===== src/hdl/cfgs_map.svh =====
/*
  Register offsets, field positions and fixed values of the configuration
  header slice. Assumes byte addressing of configuration space.
*/
`ifndef CFGS_MAP_SVH
`define CFGS_MAP_SVH

// ----------------------------------------------------------------------
// offsets (byte addresses in configuration space)
// ----------------------------------------------------------------------
`define CFGS_OFF_STATUS    8'h06
`define CFGS_OFF_REVISION  8'h08
`define CFGS_OFF_SUBCLASS  8'h0a
`define CFGS_OFF_BASECLASS 8'h0b
`define CFGS_OFF_HEADER    8'h0e
`define CFGS_OFF_BOARDVEN  8'h2c

// ----------------------------------------------------------------------
// fixed values, vendor reset value and field bit positions
// ----------------------------------------------------------------------
`define CFGS_STATUS_VAL    16'h0080
`define CFGS_SUBCLASS_VAL  8'h80
`define CFGS_BASECLASS_VAL 8'h08
`define CFGS_HEADER_VAL    8'h80
`define CFGS_BOARDVEN_RST  16'h0000
`define CFGS_B2B_BIT       7
`define CFGS_TIMING_LO     9
`define CFGS_TIMING_HI     10
`define CFGS_CAPLIST_BIT   4

`endif


===== src/hdl/cfgs_pkg.sv =====
/*
  Types for the configuration header slice.
  Assumes cfgs_map.svh supplies the numeric constants.
*/
`default_nettype none

package cfgs_pkg;

  // one configuration access, dword-addressed with byte enables
  typedef struct packed {
    logic        rd;
    logic        wr;
    logic [5:0]  dw_addr;
    logic [3:0]  be;
    logic [31:0] wdata;
  } cfgs_req_t;

endpackage

`default_nettype wire


===== src/hdl/cfgs_header.sv =====
/*
  Status, class, revision, header-layout and write-once board vendor
  registers of a function's configuration header.
  Assumes a synchronous single-cycle configuration access port on mclk_i;
  read data answers one cycle after the read strobe.
*/
`timescale 1ns/1ps
`default_nettype none
`include "cfgs_map.svh"

module cfgs_header
  import cfgs_pkg::*;
#(
  parameter logic [7:0] REVISION = 8'h5a  // arbitrary value
) (
  input  wire logic        mclk_i,
  input  wire logic        rstn_i,
  input  wire cfgs_req_t   req_i,
  output logic [31:0]      rdata_o,
  output logic             rvalid_o,
  output logic             vendor_locked_o
);

  // ----------------------------------------------------------------------
  // decode
  // ----------------------------------------------------------------------
  function automatic logic hit(input logic [5:0] dw, input logic [7:0] off);
    hit = (dw == off[7:2]);
  endfunction

  // any dword that carries at least one register of this slice
  function automatic logic mapped(input logic [5:0] dw);
    mapped = hit(dw, `CFGS_OFF_STATUS) || hit(dw, `CFGS_OFF_REVISION)
             || hit(dw, `CFGS_OFF_HEADER) || hit(dw, `CFGS_OFF_BOARDVEN);
  endfunction

  logic [15:0] status_w;
  logic [15:0] vendor_q;
  logic        lock_q;
  logic        vend_wr;

  // ----------------------------------------------------------------------
  // elaboration checks
  // ----------------------------------------------------------------------
  // the read path packs sub class and base class into the revision dword
  // at fixed lanes; a map edit that moves them would read back garbage
  // instead of failing loudly, so refuse such a map here
  localparam logic [7:0]  OFF_REV  = `CFGS_OFF_REVISION;
  localparam logic [7:0]  OFF_SUB  = `CFGS_OFF_SUBCLASS;
  localparam logic [7:0]  OFF_BASE = `CFGS_OFF_BASECLASS;
  localparam logic [7:0]  OFF_STAT = `CFGS_OFF_STATUS;
  localparam logic [7:0]  OFF_HDR  = `CFGS_OFF_HEADER;
  localparam logic [7:0]  OFF_VEN  = `CFGS_OFF_BOARDVEN;
  localparam logic [15:0] VEND_RST = `CFGS_BOARDVEN_RST;

  if ((OFF_SUB[7:2] != OFF_REV[7:2]) || (OFF_BASE[7:2] != OFF_REV[7:2])
      || (OFF_SUB[1:0] != 2'd2) || (OFF_BASE[1:0] != 2'd3)) begin : g_bad_class
    $error("class bytes are not in the upper lanes of the revision dword");
  end

  if ((OFF_STAT[1:0] != 2'd2) || (OFF_HDR[1:0] != 2'd2)
      || (OFF_VEN[1:0] != 2'd0)) begin : g_bad_lane
    $error("status, header or vendor offset is not on its expected lane");
  end

  if (`CFGS_TIMING_HI != `CFGS_TIMING_LO + 1) begin : g_bad_timing
    $error("select timing field must be two adjacent bits");
  end

  // every status bit is a constant: errors, timing, reserved, caplist zero
  always_comb begin
    status_w = `CFGS_STATUS_VAL;
    status_w[`CFGS_TIMING_HI:`CFGS_TIMING_LO] = 2'b00;
    status_w[`CFGS_B2B_BIT] = 1'b1;
    status_w[`CFGS_CAPLIST_BIT] = 1'b0;
  end

  assign vend_wr = req_i.wr && hit(req_i.dw_addr, `CFGS_OFF_BOARDVEN)
                   && (|req_i.be[1:0]);

  // ----------------------------------------------------------------------
  // write-once board vendor code
  // ----------------------------------------------------------------------
  // one flop group per byte lane; a lane that the first write leaves
  // untouched keeps its reset value for good, since that write locks both
  logic [7:0] vendor_lane_q [2];

  for (genvar g = 0; g < 2; g++) begin : g_lane
    always_ff @(posedge mclk_i or negedge rstn_i) begin
      if (!rstn_i) begin
        vendor_lane_q[g] <= VEND_RST[g*8 +: 8];
      end else if (vend_wr && !lock_q && req_i.be[g]) begin
        vendor_lane_q[g] <= req_i.wdata[g*8 +: 8];
      end
    end
  end

  assign vendor_q = {vendor_lane_q[1], vendor_lane_q[0]};

  // either low lane of the first write locks; only reset unlocks
  always_ff @(posedge mclk_i or negedge rstn_i) begin
    if (!rstn_i) begin
      lock_q <= 1'b0;
    end else if (vend_wr) begin
      lock_q <= 1'b1;
    end
  end

  always_ff @(posedge mclk_i or negedge rstn_i) begin
    if (!rstn_i) begin
      vendor_locked_o <= 1'b0;
    end else begin
      vendor_locked_o <= lock_q | vend_wr;
    end
  end

  // ----------------------------------------------------------------------
  // read path
  // ----------------------------------------------------------------------
  always_ff @(posedge mclk_i or negedge rstn_i) begin
    if (!rstn_i) begin
      rdata_o  <= 32'h0000_0000;
      rvalid_o <= 1'b0;
    end else begin
      rvalid_o <= req_i.rd;
      rdata_o  <= 32'h0000_0000;
      if (req_i.rd) begin
        if (hit(req_i.dw_addr, `CFGS_OFF_STATUS)) begin
          rdata_o[31:16] <= status_w;
        end else if (hit(req_i.dw_addr, `CFGS_OFF_REVISION)) begin
          rdata_o[7:0]   <= REVISION;
          rdata_o[23:16] <= `CFGS_SUBCLASS_VAL;
          rdata_o[31:24] <= `CFGS_BASECLASS_VAL;
        end else if (hit(req_i.dw_addr, `CFGS_OFF_HEADER)) begin
          rdata_o[23:16] <= `CFGS_HEADER_VAL;
        end else if (hit(req_i.dw_addr, `CFGS_OFF_BOARDVEN)) begin
          rdata_o[15:0] <= vendor_q;
        end
      end
    end
  end

  // ----------------------------------------------------------------------
  // checks
  // ----------------------------------------------------------------------
  status_read_a: assert property (@(posedge mclk_i) disable iff (!rstn_i)
    req_i.rd && hit(req_i.dw_addr, `CFGS_OFF_STATUS)
    |=> rdata_o[31:16] == 16'h0080)
    else $error("status read mismatch");

  timing_zero_a: assert property (@(posedge mclk_i) disable iff (!rstn_i)
    req_i.rd && hit(req_i.dw_addr, `CFGS_OFF_STATUS) |=> rdata_o[26:25] == 2'b00)
    else $error("select timing not fast");

  b2b_one_a: assert property (@(posedge mclk_i) disable iff (!rstn_i)
    req_i.rd && hit(req_i.dw_addr, `CFGS_OFF_STATUS) |=> rdata_o[23] == 1'b1)
    else $error("back to back bit lost");

  caplist_zero_a: assert property (@(posedge mclk_i) disable iff (!rstn_i)
    req_i.rd && hit(req_i.dw_addr, `CFGS_OFF_STATUS) |=> !rdata_o[20])
    else $error("capability list bit set");

  reserved_zero_a: assert property (@(posedge mclk_i) disable iff (!rstn_i)
    req_i.rd && hit(req_i.dw_addr, `CFGS_OFF_STATUS)
    |=> rdata_o[22:21] == 2'b00 && rdata_o[19:16] == 4'h0)
    else $error("reserved status bits set");

  class_read_a: assert property (@(posedge mclk_i) disable iff (!rstn_i)
    req_i.rd && hit(req_i.dw_addr, `CFGS_OFF_REVISION)
    |=> rdata_o[31:16] == 16'h0880 && rdata_o[7:0] == REVISION)
    else $error("class or revision mismatch");

  header_read_a: assert property (@(posedge mclk_i) disable iff (!rstn_i)
    req_i.rd && hit(req_i.dw_addr, `CFGS_OFF_HEADER) |=> rdata_o[23:16] == 8'h80)
    else $error("header layout mismatch");

  vendor_hold_a: assert property (@(posedge mclk_i) disable iff (!rstn_i)
    lock_q |=> $stable(vendor_q))
    else $error("board vendor code changed after lock");

  lock_set_a: assert property (@(posedge mclk_i) disable iff (!rstn_i)
    vend_wr |=> lock_q ##1 lock_q)
    else $error("lock not set by write");

  lock_sticky_a: assert property (@(posedge mclk_i) disable iff (!rstn_i)
    lock_q |=> lock_q)
    else $error("lock cleared without reset");

  rvalid_pulse_a: assert property (@(posedge mclk_i) disable iff (!rstn_i)
    req_i.rd |=> rvalid_o)
    else $error("read not answered");

  rvalid_idle_a: assert property (@(posedge mclk_i) disable iff (!rstn_i)
    !req_i.rd |=> !rvalid_o)
    else $error("read valid without read");

  rdata_idle_a: assert property (@(posedge mclk_i) disable iff (!rstn_i)
    !req_i.rd |=> rdata_o == 32'h0000_0000)
    else $error("read data not zero while idle");

  unmapped_zero_a: assert property (@(posedge mclk_i) disable iff (!rstn_i)
    req_i.rd && !mapped(req_i.dw_addr) |=> rdata_o == 32'h0000_0000)
    else $error("unmapped read not zero");

  error_bits_a: assert property (@(posedge mclk_i) disable iff (!rstn_i)
    req_i.rd && hit(req_i.dw_addr, `CFGS_OFF_STATUS)
    |=> rdata_o[31:27] == 5'h00 && !rdata_o[24])
    else $error("error status bit set");

  status_lanes_a: assert property (@(posedge mclk_i) disable iff (!rstn_i)
    req_i.rd && hit(req_i.dw_addr, `CFGS_OFF_STATUS)
    |=> rdata_o[15:0] == 16'h0000)
    else $error("status dword lower lanes not zero");

  revision_fixed_a: assert property (@(posedge mclk_i) disable iff (!rstn_i)
    req_i.rd && hit(req_i.dw_addr, `CFGS_OFF_REVISION)
    |=> rdata_o[7:0] == REVISION && rdata_o[15:8] == 8'h00)
    else $error("revision code mismatch");

  base_class_a: assert property (@(posedge mclk_i) disable iff (!rstn_i)
    req_i.rd && hit(req_i.dw_addr, `CFGS_OFF_REVISION)
    |=> rdata_o[31:24] == 8'h08)
    else $error("base class mismatch");

  header_lanes_a: assert property (@(posedge mclk_i) disable iff (!rstn_i)
    req_i.rd && hit(req_i.dw_addr, `CFGS_OFF_HEADER)
    |=> rdata_o[31:24] == 8'h00 && rdata_o[15:0] == 16'h0000)
    else $error("header dword other lanes not zero");

  vendor_read_a: assert property (@(posedge mclk_i) disable iff (!rstn_i)
    req_i.rd && hit(req_i.dw_addr, `CFGS_OFF_BOARDVEN)
    |=> rdata_o[15:0] == $past(vendor_q) && rdata_o[31:16] == 16'h0000)
    else $error("board vendor read mismatch");

  lane0_write_a: assert property (@(posedge mclk_i) disable iff (!rstn_i)
    vend_wr && !lock_q && req_i.be[0]
    |=> vendor_q[7:0] == $past(req_i.wdata[7:0]))
    else $error("first write lost low byte");

  lane1_write_a: assert property (@(posedge mclk_i) disable iff (!rstn_i)
    vend_wr && !lock_q && req_i.be[1]
    |=> vendor_q[15:8] == $past(req_i.wdata[15:8]))
    else $error("first write lost high byte");

  lane0_keep_a: assert property (@(posedge mclk_i) disable iff (!rstn_i)
    vend_wr && !lock_q && !req_i.be[0] |=> $stable(vendor_q[7:0]))
    else $error("disabled low lane written");

  unlocked_reset_a: assert property (@(posedge mclk_i) disable iff (!rstn_i)
    !lock_q |-> vendor_q == 16'h0000)
    else $error("board vendor code changed while unlocked");

  no_lock_a: assert property (@(posedge mclk_i) disable iff (!rstn_i)
    req_i.wr && hit(req_i.dw_addr, `CFGS_OFF_BOARDVEN) && req_i.be[1:0] == 2'b00
    && !lock_q |=> !lock_q)
    else $error("upper lane write set the lock");

  locked_out_a: assert property (@(posedge mclk_i) disable iff (!rstn_i)
    vendor_locked_o == lock_q)
    else $error("lock output disagrees with lock");

  other_write_a: assert property (@(posedge mclk_i) disable iff (!rstn_i)
    req_i.wr && !vend_wr |=> $stable(vendor_q) && $stable(lock_q))
    else $error("write elsewhere had a side effect");

endmodule

`default_nettype wire


===== config.mk =====
export PLATFORM = sky130hd
export DESIGN_NAME = cfgs_header
export DESIGN_NICKNAME = d
export VERILOG_FILES = /design/src/hdl/cfgs_pkg.sv /design/src/hdl/cfgs_header.sv
export VERILOG_INCLUDE_DIRS = /design/src /design/src/hdl
export SDC_FILE = /design/constraint.sdc
export NUM_CORES = 1
export LEC_CHECK = 0
export BUFFER_PORTS_ARGS = -buffer_cell sky130_fd_sc_hd__buf_2
export CORE_MARGIN = 5
export CORE_UTILIZATION = 39
export DETAILED_ROUTE_END_ITERATION = 16
export GPL_TIMING_DRIVEN = 1
export PLACE_DENSITY = 0.74
export SLEW_MARGIN = 20
export SYNTH_ARGS = -nofsm -noshare
export SYNTH_HDL_FRONTEND = slang
export SYNTH_SLANG_ARGS = --single-unit
export TNS_END_PERCENT = 30

===== constraint.sdc =====
create_clock -name mclk_i -period 1.4 [get_ports mclk_i]
set_clock_uncertainty 0.05 [all_clocks]
set_input_delay 0.28 -clock mclk_i [delete_from_list [all_inputs] [get_ports mclk_i]]
set_output_delay 0.28 -clock mclk_i [all_outputs]
set_load 0.005 [all_outputs]

==> out/qor.csv <==
metric,value,unit
Final nets,215,
Starting Density,40.0,%
minimum clock period after layout,1.43,ns
final setup fails,16,
Synth Warn #,0,
drt total wl,3020,µm
die area,0.00508,mm²
startpoint types,input pin,
Critical path buffers and inverters,2,
vias in the first global route,1061,
# port buffers,47,
largest family of logic cells by synthesized area,simple AND/OR/NAND/NOR gates,
pwr dens,982,mW/mm²
Crit path max-delay family,simple AND/OR/NAND/NOR gates,
clock slew seen by the registers of the worst setup and hold paths,0.07,ns
cells after synthesis,107,
GPL Wtd Cong,1.02,
"Area growth, synth to finish",32.9,%
failing checks,setup timing,
Vias/cell,4.54,
Sink Count,37,
worst path cell trace,buf_6 -> or3_4 -> nor4b_4 -> buf_6 -> mux2_4,
utilization after layout,53.1,%
later-pin clock latency in the skew report,0.28,ns
CTS root buf,clkbuf_8,
VDD IR max,0.513,mV
total vias in the final route,986,
post-DP HPWL,2210,µm
post-synthesis xor/xnor area fraction,0,%
Mean Syn Cell Area,13.7,µm²
die width,71.2,µm
Max Fanout on Critical Path,8,
Leak,1.06,nW
post-synthesis compound-gate area fraction,2.40,%
Tcrit/Tclk final,102,%
antenna-violating nets left,0,
clock tree from TritonCTS,built,
initial drt markers,70,
#FFs+latches synth,37,
Peak Freq,700,MHz
ANT cells,0,
Remaining DRCs,0,
CP max stage cell,or3_4,
Final TNS setup,-0.213,ns
most frequent CP cell,buf_6,
global route total overflow,0,
Synth Area in Adders,0,%
sequential area share after synthesis,63.3,%
first-pass GRT wire length,4940,µm
Hold Crit Class,in2reg,
Core ar.,0.00366,mm²
num ports,80,
CP peak stage delay,0.41,ns
final hold viol count,0,
outcome,"finished, violations left",
Final WS setup,-0.0290,ns
initial antenna violation count,0,
max cap viols,0,
cts bufs inserted,5,
mux cell area share after synthesis,12.3,%
critical path data required time,1.51,ns
crit path kind,in2reg,
Netlist cell types,19,
CP Depth,5,
clock buffer depth,2,
RSZ-0062 raised after global routing,true,
post-DR wirelength/cell,13.9,µm
Die Y,71.2,µm
Pre-Repair DR Iteration Count,4,
Pins Over Slew Limit,0,
Worst setup EP type,flip-flop,
Std-Cell Rows,22,
share of cells above drive strength 1,49.1,%
synthesized cell area,0.00146,mm²
Reg2Reg Depth,3,
WP data arrival,1.54,ns
Simple-Gate Fraction of Synth Area,13.7,%
H-tree levels,2,
total track usage,12.9,%
Hold Path Cell Cnt,1,
largest net degree at the start of global routing,38,
[area by class of cell]
type	count	area [µm²]
clock buffers	7	86.3
fillers	315	1720
inverters	1	3.75
multi-input cells	66	533
flip-flops and latches	37	927
well taps	48	60.1
repair buffers	58	334
[placed cells by master (no fill, tap or decap), drive strengths merged]
cell and count:
dfrtp 37, nand3 1, o31ai 2, dlygate4sd3 1, a21oi 4, or3 1, nor2 7, conb 14
nor3 3, buf 57, nand2 1, inv 1, mux2 16, nand4 1, clkbuf 7, and4 1
and2 13, nor4b 2
[final timing paths]
| path | start | to | slack (ns) |
|---|---|---|---|
| setup / recovery | req_i[40] | vendor_lane_q[2] | -0.03 |
| hold reg to reg | vendor_lane_q[5] | rdata_o[13] | 0.44 |
| min in group asynchronous | rstn_i | rdata_o[0] | 0.53 |
| setup reg to reg | lock_q | vendor_lane_q[2] | -0.03 |
| max in group asynchronous | rstn_i | lock_q | 0.43 |
| hold / removal | req_i[43] | rvalid_o | 0.11 |
[routing by layer]
metal	track usage (%)	vias to the layer above	part of all wire [%]
met2	23.0	34	55
met4	6.26	0	3.4
met1	13.3	489	36
met5	0	-	0
met3	4.49	11	5.6
li1	-	452	-
[cells in the mapped netlist (all sizes together)]
library cell,count,share of area (%)
inv,1,0.26
nor2,7,1.8
o31ai,2,1.0
and4,1,0.60
conb,1,0.26
nor4b,2,3.3
mux2,16,12
nand3,1,0.34
nand4,1,0.43
dfrtp,37,63
clkbuf,1,0.26
and2,13,5.6
nor3,3,1.0
buf,15,7.5
nand2,1,0.26
a21oi,4,1.4
or3,1,0.43
[registers in the layout (all words and copies together), names as in the netlist]
signal and flops:
lock_q 1, rdata_o 18, vendor_lane_q 16, rvalid_o 1
vendor_locked_o 1
[power breakdown]
part / switching [W] / internal (W)
Sequential: 0.000000904 / 0.00107
Clock: 0.000326 / 0.000390
Combinational: 0.0000667 / 0.0000547
[timing repair]
action	4_1_cts	5_1_grt
hold buffers	1	0
resized for setup	21	0
setup buffers	1	0
endpoints found under the hold margin	37	0
setup endpoints to repair	16	16
pin swaps	3	0
[metrics by stage]
step / std cells / setup slack, ns / total power (W) / hold slack, ns / instance area, µm²
after floorplan: 120 / -0.392 / 0.00115 / -0.0656 / 1510
after CTS: 217 / -0.0257 / 0.00193 / 0.101 / 1940
after detailed placement: 208 / -0.486 / 0.00120 / 0.290 / 1760
final: 217 / -0.0290 / 0.00191 / 0.111 / 1940
after global placement: 208 / -0.472 / 0.00120 / 0.286 / 1760
after global routing: 217 / -0.0584 / 0.00200 / 0.104 / 1940
[logic make-up after synthesis]
kind of cell / count (synthesis)
flip-flops: 37
AO/OA/AOI/OAI: 6
AND/OR/NAND/NOR: 30
multiplexers: 16
other: 1
buffers and inverters: 17
Note: power is estimated with default switching activity, not from simulation.
